<file path="src/shared/gpio_pkg.sv">
// Register map, reset values and carrier types shared by the GPIO port block
package gpio_pkg;

	// Structure of the block
	localparam int NUM_PORTS = 3;  // Number of port instances
	localparam int PORT_W    = 16; // Widest port
	localparam int DAT_W     = 32; // Wishbone data width
	localparam int ADR_W     = 18; // Wishbone byte address width
	localparam int OFS_W     = 5;  // Register index width inside a port
	localparam int FIELD_W   = 4;  // Width of a bit engine field

	// Word base of each port; byte address is four times the word address
	localparam logic [NUM_PORTS-1:0][15:0] PORT_BASE = {16'hFCE0, 16'hFCC0, 16'hFCA0};
	// Pins that exist in each port
	localparam logic [NUM_PORTS-1:0][15:0] PORT_MASK = {16'h3FFF, 16'hFFFF, 16'hFFFF};

	// Register indices inside a port
	localparam logic [OFS_W-1:0] OFS_DIR      = 5'h00;
	localparam logic [OFS_W-1:0] OFS_OUT      = 5'h01;
	localparam logic [OFS_W-1:0] OFS_LEVELS   = 5'h02;
	localparam logic [OFS_W-1:0] OFS_FALL     = 5'h03;
	localparam logic [OFS_W-1:0] OFS_RISE     = 5'h04;
	localparam logic [OFS_W-1:0] OFS_PEND     = 5'h05;
	localparam logic [OFS_W-1:0] OFS_SET      = 5'h06;
	localparam logic [OFS_W-1:0] OFS_CLR      = 5'h07;
	localparam logic [OFS_W-1:0] OFS_MAP      = 5'h08;
	localparam logic [OFS_W-1:0] OFS_ENG0     = 5'h09;
	localparam logic [OFS_W-1:0] OFS_ENG1     = 5'h0a;
	localparam logic [OFS_W-1:0] OFS_PERIPH   = 5'h0b;
	localparam logic [OFS_W-1:0] OFS_IRQ_MASK = 5'h0c;

	// Reset values
	localparam logic [15:0]      REG_RESET = 16'h0000;
	localparam logic [DAT_W-1:0] DAT_RESET = 32'h0000_0000;

	// Field positions of single_pin_map_config
	localparam int ENG0_PIN_LSB = 0;
	localparam int ENG0_DAT_LSB = 4;
	localparam int ENG1_PIN_LSB = 8;
	localparam int ENG1_DAT_LSB = 12;

	// Bus slave states
	typedef enum logic [1:0] {
		BUS_IDLE = 2'b01,
		BUS_ACK  = 2'b10
	} bus_state_e;

	// Software-written state of one port
	typedef struct packed {
		logic [15:0] dir;        // pin_direction
		logic [15:0] out_lv;     // output_levels
		logic [15:0] fall_en;    // falling_edge_irq_enable
		logic [15:0] rise_en;    // rising_edge_irq_enable
		logic [15:0] hi_mask;    // force_high_mask
		logic [15:0] clr_mask;   // force_low_mask
		logic [15:0] map_cfg;    // single_pin_map_config
		logic [15:0] periph_sel; // peripheral_select
		logic [15:0] irq_mask;   // Interrupt mask of edge_pending_flags
	} port_cfg_s;

	// Pin drive of one port
	typedef struct packed {
		logic [15:0] level; // Level driven
		logic [15:0] oe;    // Output enable
	} pin_drive_s;

	typedef logic [NUM_PORTS-1:0][PORT_W-1:0] port_vec_t;

endpackage

</file>
<file path="src/verilog/gpio_ports.sv">
// Three interruptable GPIO ports with bit engines behind a Wishbone slave
`timescale 1ns/100ps
//
// Function
// - Three ports at fixed bases, widths 16/16/14.
// - Mode bit hands pin to peripheral; zero is software.
// - Thirteen registers at word indices 0 to 12.
// - Direction one drives, resets to all inputs.
// - Output levels drive only output-direction pins.
// - Level read shows real pin, peripheral pins too.
// - Enabled falling edge sets pending flag.
// - Enabled rising edge sets pending flag.
// - Port request high while any flag set.
// - Writing one clears a flag unless an edge sets it that cycle, zero keeps.
// - Output write forces set-mask bits high unless also clear-masked.
// - Output write forces clear-mask bits low.
// - Map config holds four 4-bit position fields.
// - Engine zero write copies data bit to pin.
// - Engine zero read places pin level at data bit.
// - Engine one works alike with own fields.
module gpio_ports
	import gpio_pkg::*;
(
	input  wire logic                           clk_i,         // Core clock
	input  wire logic                           rst_i,         // Synchronous reset
	input  wire logic [gpio_pkg::ADR_W-1:0]     adr_i,         // Byte address
	input  wire logic [gpio_pkg::DAT_W-1:0]     dat_i,         // Write data
	output logic      [gpio_pkg::DAT_W-1:0]     dat_o,         // Read data
	input  wire logic                           we_i,          // Write enable
	input  wire logic [3:0]                     sel_i,         // Byte selects
	input  wire logic                           stb_i,         // Strobe
	input  wire logic                           cyc_i,         // Cycle
	output logic                                ack_o,         // Acknowledge
	input  wire gpio_pkg::port_vec_t            pin_in_i,      // Pin levels
	output gpio_pkg::port_vec_t                 pin_out_o,     // Pin drive level
	output gpio_pkg::port_vec_t                 pin_oe_o,      // Pin drive enable
	input  wire gpio_pkg::port_vec_t            periph_out_i,  // Peripheral level
	input  wire gpio_pkg::port_vec_t            periph_oe_i,   // Peripheral enable
	output gpio_pkg::port_vec_t                 periph_sel_o,  // Pin given away
	output logic      [gpio_pkg::NUM_PORTS-1:0] port_irq_o,    // Per port request
	output logic                                irq_o          // Masked request
);
	import gpio_pkg::*;

	// Byte lane merge of a 16-bit register
	function automatic logic [15:0] merge(
		input logic [15:0] old,
		input logic [15:0] data,
		input logic [15:0] mask
	);
		merge = (old & ~mask) | (data & mask);
	endfunction

	// Bus slave state
	bus_state_e             state;      // Slave phase
	bus_state_e             next_state; // Next phase
	logic                   ack;        // Acknowledge flop
	logic                   next_ack;   // Next acknowledge
	logic [DAT_W-1:0]       dat;        // Read data flop
	logic [DAT_W-1:0]       next_dat;   // Next read data
	logic                   irq;        // Masked request flop
	logic                   next_irq;   // Next masked request

	// Decoded request
	logic [15:0]            word;       // Word address
	logic [OFS_W-1:0]       ofs;        // Register index in port
	logic [NUM_PORTS-1:0]   hit_port;   // Port addressed
	logic [15:0]            wmask;      // Byte selects as bit mask
	logic [15:0]            wdat;       // Low half of write data
	logic                   wr_go;      // Write takes effect now
	logic [15:0]            rd_val;     // Selected read value

	// Per port collections
	port_vec_t              synced;     // Synchronised pins
	port_vec_t              pending;    // Pending flags
	port_vec_t              rd_all;     // Read value of each port
	port_vec_t              irq_src;    // Unmasked pending flags
	logic [NUM_PORTS-1:0]   port_any;   // Request of each port

	// Every pin passes two flops before edge logic or reads
	pin_sync #(
		.W (NUM_PORTS * PORT_W)
	) u_sync (
		.clk_i   (clk_i),
		.rst_i   (rst_i),
		.async_i (pin_in_i),
		.sync_o  (synced)
	);

	// Address decode; a port owns 32 words from its base
	always_comb
	begin
		word   = adr_i[ADR_W-1:2];
		ofs    = word[OFS_W-1:0];
		wmask  = {{8{sel_i[1]}}, {8{sel_i[0]}}};
		wdat   = dat_i[15:0];
		for (int p = 0; p < NUM_PORTS; p++)
		begin
			hit_port[p] = (word[15:OFS_W] == PORT_BASE[p][15:OFS_W]);
		end
	end

	// Writes land at the edge where the master samples ack
	always_comb
	begin
		wr_go = (state == BUS_ACK) && cyc_i && stb_i && we_i;
	end

	// One port each: registers, pending logic, pin drive
	for (genvar p = 0; p < NUM_PORTS; p++)
	begin : g_port
		port_cfg_s   cfg;       // Software state
		port_cfg_s   next_cfg;  // Next software state
		pin_drive_s  drv;       // Pin drive flops
		pin_drive_s  next_drv;  // Next pin drive
		logic [15:0] lv;        // Present pin levels
		logic [15:0] clr;       // Write-one clear of flags
		logic [15:0] rd;        // Read value of this port
		logic [3:0]  pin0;      // Engine zero pin
		logic [3:0]  dat0;      // Engine zero data bit
		logic [3:0]  pin1;      // Engine one pin
		logic [3:0]  dat1;      // Engine one data bit

		// Missing pins of the narrow port read low
		always_comb
		begin
			lv   = synced[p] & PORT_MASK[p];
			pin0 = cfg.map_cfg[ENG0_PIN_LSB +: FIELD_W];
			dat0 = cfg.map_cfg[ENG0_DAT_LSB +: FIELD_W];
			pin1 = cfg.map_cfg[ENG1_PIN_LSB +: FIELD_W];
			dat1 = cfg.map_cfg[ENG1_DAT_LSB +: FIELD_W];
		end

		// Register writes; bits beyond the port width never set, except in map_cfg
		always_comb
		begin
			next_cfg = cfg;
			clr      = 16'h0000;
			if (wr_go && hit_port[p])
			begin
				case (ofs)
					OFS_DIR:
					begin
						next_cfg.dir = merge(cfg.dir, wdat, wmask) & PORT_MASK[p];
					end
					OFS_OUT:
					begin
						// Clear mask is applied last, so it wins a conflict
						next_cfg.out_lv = ((merge(cfg.out_lv, wdat, wmask) | cfg.hi_mask)
							& ~cfg.clr_mask) & PORT_MASK[p];
					end
					OFS_FALL:
					begin
						next_cfg.fall_en = merge(cfg.fall_en, wdat, wmask) & PORT_MASK[p];
					end
					OFS_RISE:
					begin
						next_cfg.rise_en = merge(cfg.rise_en, wdat, wmask) & PORT_MASK[p];
					end
					OFS_PEND:
					begin
						clr = wdat & wmask;
					end
					OFS_SET:
					begin
						next_cfg.hi_mask = merge(cfg.hi_mask, wdat, wmask) & PORT_MASK[p];
					end
					OFS_CLR:
					begin
						next_cfg.clr_mask = merge(cfg.clr_mask, wdat, wmask) & PORT_MASK[p];
					end
					OFS_MAP:
					begin
						next_cfg.map_cfg = merge(cfg.map_cfg, wdat, wmask);
					end
					OFS_ENG0:
					begin
						// Only acts when the lane carrying the data bit is selected
						if (wmask[dat0])
						begin
							next_cfg.out_lv[pin0] = wdat[dat0] & PORT_MASK[p][pin0];
						end
					end
					OFS_ENG1:
					begin
						if (wmask[dat1])
						begin
							next_cfg.out_lv[pin1] = wdat[dat1] & PORT_MASK[p][pin1];
						end
					end
					OFS_PERIPH:
					begin
						next_cfg.periph_sel = merge(cfg.periph_sel, wdat, wmask)
							& PORT_MASK[p];
					end
					OFS_IRQ_MASK:
					begin
						next_cfg.irq_mask = merge(cfg.irq_mask, wdat, wmask) & PORT_MASK[p];
					end
					default:
					begin
						// Level register and holes ignore writes
					end
				endcase
			end
		end

		// Pin drive: peripheral owns a pin whose mode bit is set
		always_comb
		begin
			for (int b = 0; b < PORT_W; b++)
			begin
				if (cfg.periph_sel[b])
				begin
					next_drv.level[b] = periph_out_i[p][b] & PORT_MASK[p][b];
					next_drv.oe[b]    = periph_oe_i[p][b] & PORT_MASK[p][b];
				end
				else
				begin
					next_drv.level[b] = cfg.out_lv[b] & cfg.dir[b];
					next_drv.oe[b]    = cfg.dir[b];
				end
			end
		end

		// Read view of this port; force masks read back as zero
		always_comb
		begin
			rd = 16'h0000;
			case (ofs)
				OFS_DIR:      rd = cfg.dir;
				OFS_OUT:      rd = cfg.out_lv;
				OFS_LEVELS:   rd = lv;
				OFS_FALL:     rd = cfg.fall_en;
				OFS_RISE:     rd = cfg.rise_en;
				OFS_PEND:     rd = pending[p];
				OFS_MAP:      rd = cfg.map_cfg;
				OFS_ENG0:     rd[dat0] = lv[pin0];
				OFS_ENG1:     rd[dat1] = lv[pin1];
				OFS_PERIPH:   rd = cfg.periph_sel;
				OFS_IRQ_MASK: rd = cfg.irq_mask;
				default:      rd = 16'h0000;
			endcase
		end

		// Sticky flags and the port request
		edge_pending #(
			.W (PORT_W)
		) u_pend (
			.clk_i     (clk_i),
			.rst_i     (rst_i),
			.level_i   (lv),
			.fall_en_i (cfg.fall_en),
			.rise_en_i (cfg.rise_en),
			.clear_i   (clr),
			.pending_o (pending[p]),
			.any_o     (port_any[p])
		);

		assign rd_all[p]  = rd;
		assign irq_src[p] = pending[p] & cfg.irq_mask;

		// Registers only
		always_ff @(posedge clk_i)
		begin
			if (rst_i)
			begin
				cfg <= '{default: REG_RESET};
				drv <= '{default: REG_RESET};
			end
			else
			begin
				cfg <= next_cfg;
				drv <= next_drv;
			end
		end

		assign pin_out_o[p]    = drv.level;
		assign pin_oe_o[p]     = drv.oe;
		assign periph_sel_o[p] = cfg.periph_sel;
	end

	// Read mux over ports; unmapped words read zero
	always_comb
	begin
		rd_val = 16'h0000;
		for (int p = 0; p < NUM_PORTS; p++)
		begin
			if (hit_port[p])
			begin
				rd_val = rd_all[p];
			end
		end
	end

	// Classic single cycle slave: one wait state, then ack for one cycle
	always_comb
	begin
		next_state = state;
		next_ack   = 1'b0;
		next_dat   = dat;
		case (state)
			BUS_IDLE:
			begin
				if (cyc_i && stb_i)
				begin
					// Read data is captured together with ack
					next_state = BUS_ACK;
					next_ack   = 1'b1;
					next_dat   = {16'h0000, rd_val};
				end
			end
			BUS_ACK:
			begin
				// Master releases after the ack edge; no back to back ack
				next_state = BUS_IDLE;
			end
			default:
			begin
				next_state = BUS_IDLE;
			end
		endcase
	end

	// Combined request: unmasked flags of any port
	always_comb
	begin
		next_irq = |irq_src;
	end

	// Registers only
	always_ff @(posedge clk_i)
	begin
		if (rst_i)
		begin
			state <= BUS_IDLE;
			ack   <= 1'b0;
			dat   <= DAT_RESET;
			irq   <= 1'b0;
		end
		else
		begin
			state <= next_state;
			ack   <= next_ack;
			dat   <= next_dat;
			irq   <= next_irq;
		end
	end

	assign ack_o      = ack;
	assign dat_o      = dat;
	assign irq_o      = irq;
	assign port_irq_o = port_any;
endmodule

</file>
<file path="src/verilog/pin_sync.sv">
// Two-flop synchroniser for the GPIO pin inputs
`timescale 1ns/100ps
module pin_sync #(
	parameter int W = 48
) (
	input  wire logic         clk_i,
	input  wire logic         rst_i,
	input  wire logic [W-1:0] async_i,
	output logic      [W-1:0] sync_o
);
	logic [W-1:0] stage1; // Metastable stage, read only by stage two
	logic [W-1:0] stage2; // Settled level

	// First stage feeds only the second stage
	always_ff @(posedge clk_i)
	begin
		if (rst_i)
		begin
			stage1 <= '0;
			stage2 <= '0;
		end
		else
		begin
			stage1 <= async_i;
			stage2 <= stage1;
		end
	end

	assign sync_o = stage2;
endmodule

</file>
<file path="src/verilog/edge_pending.sv">
// Edge detection and sticky pending flags of one GPIO port
`timescale 1ns/100ps
module edge_pending #(
	parameter int W = 16
) (
	input  wire logic         clk_i,
	input  wire logic         rst_i,
	input  wire logic [W-1:0] level_i,   // Synchronised pin levels
	input  wire logic [W-1:0] fall_en_i, // Falling edge enables
	input  wire logic [W-1:0] rise_en_i, // Rising edge enables
	input  wire logic [W-1:0] clear_i,   // Write-one clear, one cycle
	output logic      [W-1:0] pending_o, // Sticky pending flags
	output logic              any_o      // Some flag set
);
	logic [W-1:0] prev;         // Level one cycle ago
	logic [W-1:0] pending;      // Pending flags
	logic [W-1:0] next_pending; // Next pending flags
	logic         any;          // Registered OR of flags
	logic         next_any;     // Next OR of flags

	// Per bit: an enabled edge sets, a clear only acts without an edge
	for (genvar b = 0; b < W; b++)
	begin : g_bit
		assign next_pending[b] = (fall_en_i[b] & prev[b] & ~level_i[b])
			| (rise_en_i[b] & ~prev[b] & level_i[b])
			| (pending[b] & ~clear_i[b]);
	end

	// Request follows the flags, so it stays until all are cleared
	always_comb
	begin
		next_any = |next_pending;
	end

	// Registers only
	always_ff @(posedge clk_i)
	begin
		if (rst_i)
		begin
			prev    <= '0;
			pending <= '0;
			any     <= 1'b0;
		end
		else
		begin
			prev    <= level_i;
			pending <= next_pending;
			any     <= next_any;
		end
	end

	assign pending_o = pending;
	assign any_o     = any;
endmodule

</file>
<file path="config.mk">
export PLATFORM = sky130hd
export DESIGN_NAME = gpio_ports
export DESIGN_NICKNAME = d
export VERILOG_FILES = /design/src/shared/gpio_pkg.sv /design/src/verilog/gpio_ports.sv /design/src/verilog/pin_sync.sv /design/src/verilog/edge_pending.sv
export SDC_FILE = /design/constraint.sdc
export NUM_CORES = 2
export LEC_CHECK = 0
export ABC_CLOCK_PERIOD_IN_PS = 2500
export BUFFER_PORTS_ARGS = -buffer_cell sky130_fd_sc_hd__buf_2
export CAP_MARGIN = 20
export CORE_MARGIN = 8
export CORE_UTILIZATION = 50
export CTS_CLUSTER_SIZE = 16
export DETAILED_ROUTE_END_ITERATION = 8
export PLACE_DENSITY = 0.72
export SLEW_MARGIN = 40
export SYNTH_ARGS = -nofsm -noshare
export SYNTH_HDL_FRONTEND = slang
export SYNTH_HIERARCHICAL = 1
export SYNTH_SLANG_ARGS = --single-unit
export TNS_END_PERCENT = 20
</file>
<file path="constraint.sdc">
create_clock -name clk_i -period 2.5 [get_ports clk_i]
set_input_delay 0.125 -clock clk_i [delete_from_list [all_inputs] [get_ports clk_i]]
set_output_delay 0.125 -clock clk_i [all_outputs]
set_load 0.01 [all_outputs]
</file>
# --- Word level (Yosys, flattened, before mapping) ---
# Memory sizes are Yosys's and may differ from the RTL's. A register that Yosys moved wholly into a read port is not among the register bits.
# Index checks and enable logic that the tools add are counted.
classes:
  n_lt_le_gt_ge: 24
  eq_ne: 23
  n_mux: 196
  bitwise_logic: 591
  reduce_logical: 54
op_table:
  columns: ["op", "count"]
  rows:
  - ["$pmux W16 S11", 3]
  - ["$and A16 B16 Y16", 30]
  - ["$or A16 B16 Y16", 21]
  - ["$and A1 B1 Y1", 284]
  - ["$mux W16", 13]
  - ["$pmux W16 S3", 3]
  - ["$not A1 Y1", 141]
  - ["$mux W1", 129]
  - ["$and A14 B14 Y14", 9]
  - ["$or A14 B14 Y14", 9]
  - ["$bwmux W16", 6]
  - ["$or A1 B1 Y1", 92]
  - ["$bmux W1 S4", 18]
  - ["$lt A4 B5 Y1 const B", 12]
  - ["$reduce_and A2 Y1", 25]
  - ["$demux W1 S4", 12]
  - ["$ge A4 B1 Y1 const B", 12]
  - ["$mux W4", 12]
  - ["$not A16 Y16", 3]
  - ["$reduce_or A16 Y1", 3]
  - ["$reduce_or A48 Y1", 1]
  - ["$eq A11 B11 Y1 const B", 3]
  - ["$eq A5 B4 Y1 const B", 5]
  - ["$eq A5 B3 Y1 const B", 4]
  - ["12 further kinds", 38]
word_totals:
  ff_bits: 719
  mem_bits_ro: 96
  output_inout_bits: 181
  elab_cells: 942
  mem_count: 6
memory_table:
  columns: ["memory", "depth", "word_bits", "read_ports", "rd_ports_with_merged_regs", "write_ports", "line", "source"]
  rows:
  - ["(name not given)", 16, 1, 1, 1, 0, "gpio_ports.sv:188", "next_cfg.out_lv[pin1] = wdat[dat1] & PORT_MASK[p][pin1];"]
  - ["(name not given)", 16, 1, 1, 1, 0, "gpio_ports.sv:181", "next_cfg.out_lv[pin0] = wdat[dat0] & PORT_MASK[p][pin0];"]
  - ["(name not given)", 16, 1, 1, 1, 0, "gpio_ports.sv:188", null]
  - ["(name not given)", 16, 1, 1, 1, 0, "gpio_ports.sv:181", null]
  - ["(name not given)", 16, 1, 1, 1, 0, "gpio_ports.sv:188", null]
  - ["(name not given)", 16, 1, 1, 1, 0, "gpio_ports.sv:181", null]

# --- Logic depth before layout (Yosys ltp) ---
logic_depth:
  ltp_word: 10
  ltp_mapped: 11
  depth_no_buf: 8

# --- By module ---
# The synthesis kept the hierarchy.
modules_own_cells:
  columns: ["mod", "instances", "cells_per_inst", "area_per_inst_um2"]
  rows:
  - ["gpio_ports", 1, 3733, 28105.7]
  - ["edge_pending", 3, 137, 1332.5]
  - ["pin_sync", 1, 202, 2600.0]

# --- Least setup slack after synthesis ---
# No wires, ideal clock.
synth_timing:
  path_kind: "input-to-reg"
  startpoint: "in adr_i[6] in the netlist's numbering"
  endpoint: "reg g_port[1].u_pend.any"
  setup_ns: 0.140
  arrival_time_ns: 2.292
  path_slack_ns: 0.068
  cell_stages: 11
  n_path_buf: 5
  path_cell_list: "buf_2 -> nor3b_1 -> clkbuf_1 -> clkbuf_1 -> nand2_1 -> clkbuf_1 -> buf_1 -> nor3_1 -> o221ai_2 -> nor4_1 -> a41oi_1"
synth_between:
  elab_chain_cells: 7
  elab_cells_between_ends: 52
  classes_between: "eq/ne (1); mux (2); bitwise (48); reduce/logical (1)"
synth_lines:
  columns: ["element", "line", "source"]
  rows:
  - ["start, declared", "gpio_ports.sv:26", "input wire logic [gpio_pkg::ADR_W-1:0] adr_i,"]
  - ["$eq A5 B3 Y1", "gpio_ports.sv:141", "case (ofs)"]
  - ["$mux W16", "gpio_ports.sv:141", null]
  - ["$mux W16", "gpio_ports.sv:139", "if (wr_go && hit_port[p])"]
  - ["named net g_port[1].clr[11]", "gpio_ports.sv:117", "logic [15:0] clr;"]
  - ["$not A1 Y1", "edge_pending.sv:26", "| (pending[b] & ~clear_i[b]);"]
  - ["$and A1 B1 Y1", "edge_pending.sv:26", null]
  - ["$or A1 B1 Y1", "edge_pending.sv:26", null]
  - ["$reduce_or A16 Y1", "edge_pending.sv:32", "next_any = |next_pending;"]
  - ["end signal, assigned", "edge_pending.sv:48", "any <= next_any;"]
  - ["end, declared", "edge_pending.sv:18", "logic any;"]
# The timed path passes the listed nets, and every way through them passes these cells.
# A chain may end at the register's enable or synchronous reset.

# --- Worst setup path after layout ---
layout_timing:
  startpoint: "in adr_i[2] in the netlist's numbering"
  endpoint: "reg dat[8], in the netlist dat_o[8]"
layout_between:
  elab_chain_cells: 5
  elab_cells_between_ends: 17
  classes_between: "eq/ne (10); mux (6); reduce/logical (1)"
layout_lines:
  columns: ["element", "line", "source"]
  rows:
  - ["$eq A5 B4 Y1, or another cell as far along", "gpio_ports.sv:230", "case (ofs)"]
  - ["$pmux W16 S11", "gpio_ports.sv:230", null]
  - ["$mux W16 (2 in series)", "gpio_ports.sv:289", "if (hit_port[p])"]
  - ["$mux W16 *", "gpio_ports.sv:289", null]
  - ["end signal, assigned", "gpio_ports.sv:345", "dat <= next_dat;"]
  - ["end, declared", "gpio_ports.sv:59", "logic [DAT_W-1:0] dat;"]
# Every way passes the cells marked *; elsewhere a longest branch is shown, timed or not.

==> run metrics <==
FMAX 380 MHz; routed len/inst 30.5 microns; Worst Skew 21.0 ps; # clock sinks 723; initial antenna violation count 15; Overall Global Routing Usage 45.3%; RSZ-0062 raised after global routing yes; CP max stage cell a2111oi_1; antenna-violating nets left 0; Max VDD drop 0.707 mV; first-pass GRT wire length 260 mm; largest net degree at the start of global routing 194; DP HPWL 138 mm; fin. max-slew vios 0; Hold Path Class in -> reg; crit path DAT 3150 ps; Site Rows 96; post-route setup TNS -135 ps; Worst slew margin 39.5%; maxcap violations 0; Hold Vio Cnt, Final 0; drt via density 6.49; layout cells sized above 1 22.0%; total grt overflow 0; Pre-antenna DRT Iters 8; failing checks negative setup slack; area grow syn2layout 28.6%; NumNets Final 5275; TritonCTS clock tree done; run status finished with violations; routability cong. 1.10; Util after Layout 64.9%; # DRC 0; die width 279 microns; worst-path fanout max 12; Post-Syn Area 34600 sq um; CP endpoint kind flip-flop; Syn Inst Count 4338; IO Count 384; final hold slack 110 ps; initial DRC count 7231; die area 77900 sq um; Final Critical Period 2630 ps; # H-tree levels 3; Worst-path clk slew 60 ps; Setup WS post-layout -135 ps; Fill cells 5799; critical path launch point type input pin; Worst-Margin Slew 905 ps; Clock Tree Root clkbuf_16; die span in y 279 microns; Num CTS Buffers 79; Core Region 68600 sq um; crit-path max cell delay 850 ps; vias in the first global route 37055; syn avg cell area 7.98 sq um; Ys Warns 6; starting density of the core 50.4%; Req. time, crit path 3010 ps; ratio of final minimum period to clock period 105%; LEAKAGE 16.5 nW; routed via count 39444; Routed WL 185 mm; critical path, cell by cell buf_2 -> and2_0 -> and2_2 -> buf_12 -> buf_4 -> a22oi_1 -> nand3_1 -> a2111oi_1 -> o311a_1 -> o21ai_1; PwrDens 581 nW/um^2; CTS max path bufs 3; IO Port Bufs 335; clk_lat worst skew 660 ps; # setup viols final 1; Setup CP Type in -> reg
[per-stage QoR]
step	area, sq um	setup slack, ps	cells	total power (W)
detailed placement	40000	-481	5756	0.0135
floorplan	34700	68.4	4369	0.0126
global placement	40000	-769	5755	0.0134
global route	44500	-41.2	6068	0.0263
finish	44500	-135	6073	0.0259
CTS	44400	6.18	6061	0.0257
[cell type report]
cell class                      count  area [sq um]  share of cell area (%)
Multi-Input combinational cell   3189         18200                    41.0
Sequential cell                   723         14500                    32.6
Antenna cell                        6          15.0                  0.0337
Clock buffer                      106          2250                    5.05
Clock inverter                     39           499                    1.12
Timing Repair Buffer             1012          7580                    17.0
Inverter                           67           251                   0.565
Tap cell                          931          1160                    2.62
[path summary, 6_finish.rpt]
path / start / cells after the start / to / slack (ps)
worst max register to register: u_sync/sync_o[7] / 11 / dat_o[9] / 40
worst min register to register: u_sync/stage1[22] / 1 / u_sync/sync_o[22] / 430
worst max-delay path: adr_i[2] / 10 / dat_o[8] / -130
worst min-delay path: periph_oe_i[15] / 3 / pin_oe_o[15] / 110
[what timing repair did]
action	4_1_cts	5_1_grt
gates resized for setup	12	26
hold endpoints to repair	191	0
setup endpoints to repair	12	32
setup buffers	1	5
hold buffers	159	0
pin swaps	1	6
gates cloned	0	1
[worst max-delay path: cells and delay by family]
| family | cells | cell delay (ps) |
|---|---|---|
| simple gates | 3 | 740 |
| buf+inv | 3 | 500 |
| compound gates | 4 | 1760 |
[cell usage in the layout (no fill, tap or decap), types with 21 or more instances in the layout]
cell	count
o31ai_1	41
clkbuf_16	80
buf_2	334
a22o_1	29
dlygate4sd3_1	159
o21ai_0	76
a222oi_1	21
inv_1	66
nand3_1	90
buf_12	30
a21oi_1	502
o221ai_2	22
o221ai_1	38
nand3b_1	53
nand2_1	958
dfxtp_1	710
mux2i_1	58
buf_4	485
nor2b_1	251
nor3_1	97
a31oi_1	35
nand4_1	29
a221oi_1	52
a22oi_1	103
nor4_1	23
a211oi_1	89
conb_1	32
and3_1	46
mux4_2	36
nor2_1	270
and2_1	32
[metal layers]
metal / vias to the layer above / routed length [microns] / GRT usage, %
met2: 3334 / 73600 / 63.2
met3: 684 / 28600 / 16.6
met4: 14 / 13500 / 27.5
li1: 16694 / - / -
met1: 18718 / 69700 / 59.0
met5: - / 97 / 0
[where the power goes]
part	leakage [nW]	internal (W)	switching [W]
Combinational	9.31	0.000677	0.00114
Clock	1.34	0.00704	0.00532
Sequential	5.85	0.0116	0.0000845
(Power assumes the default switching activity.)
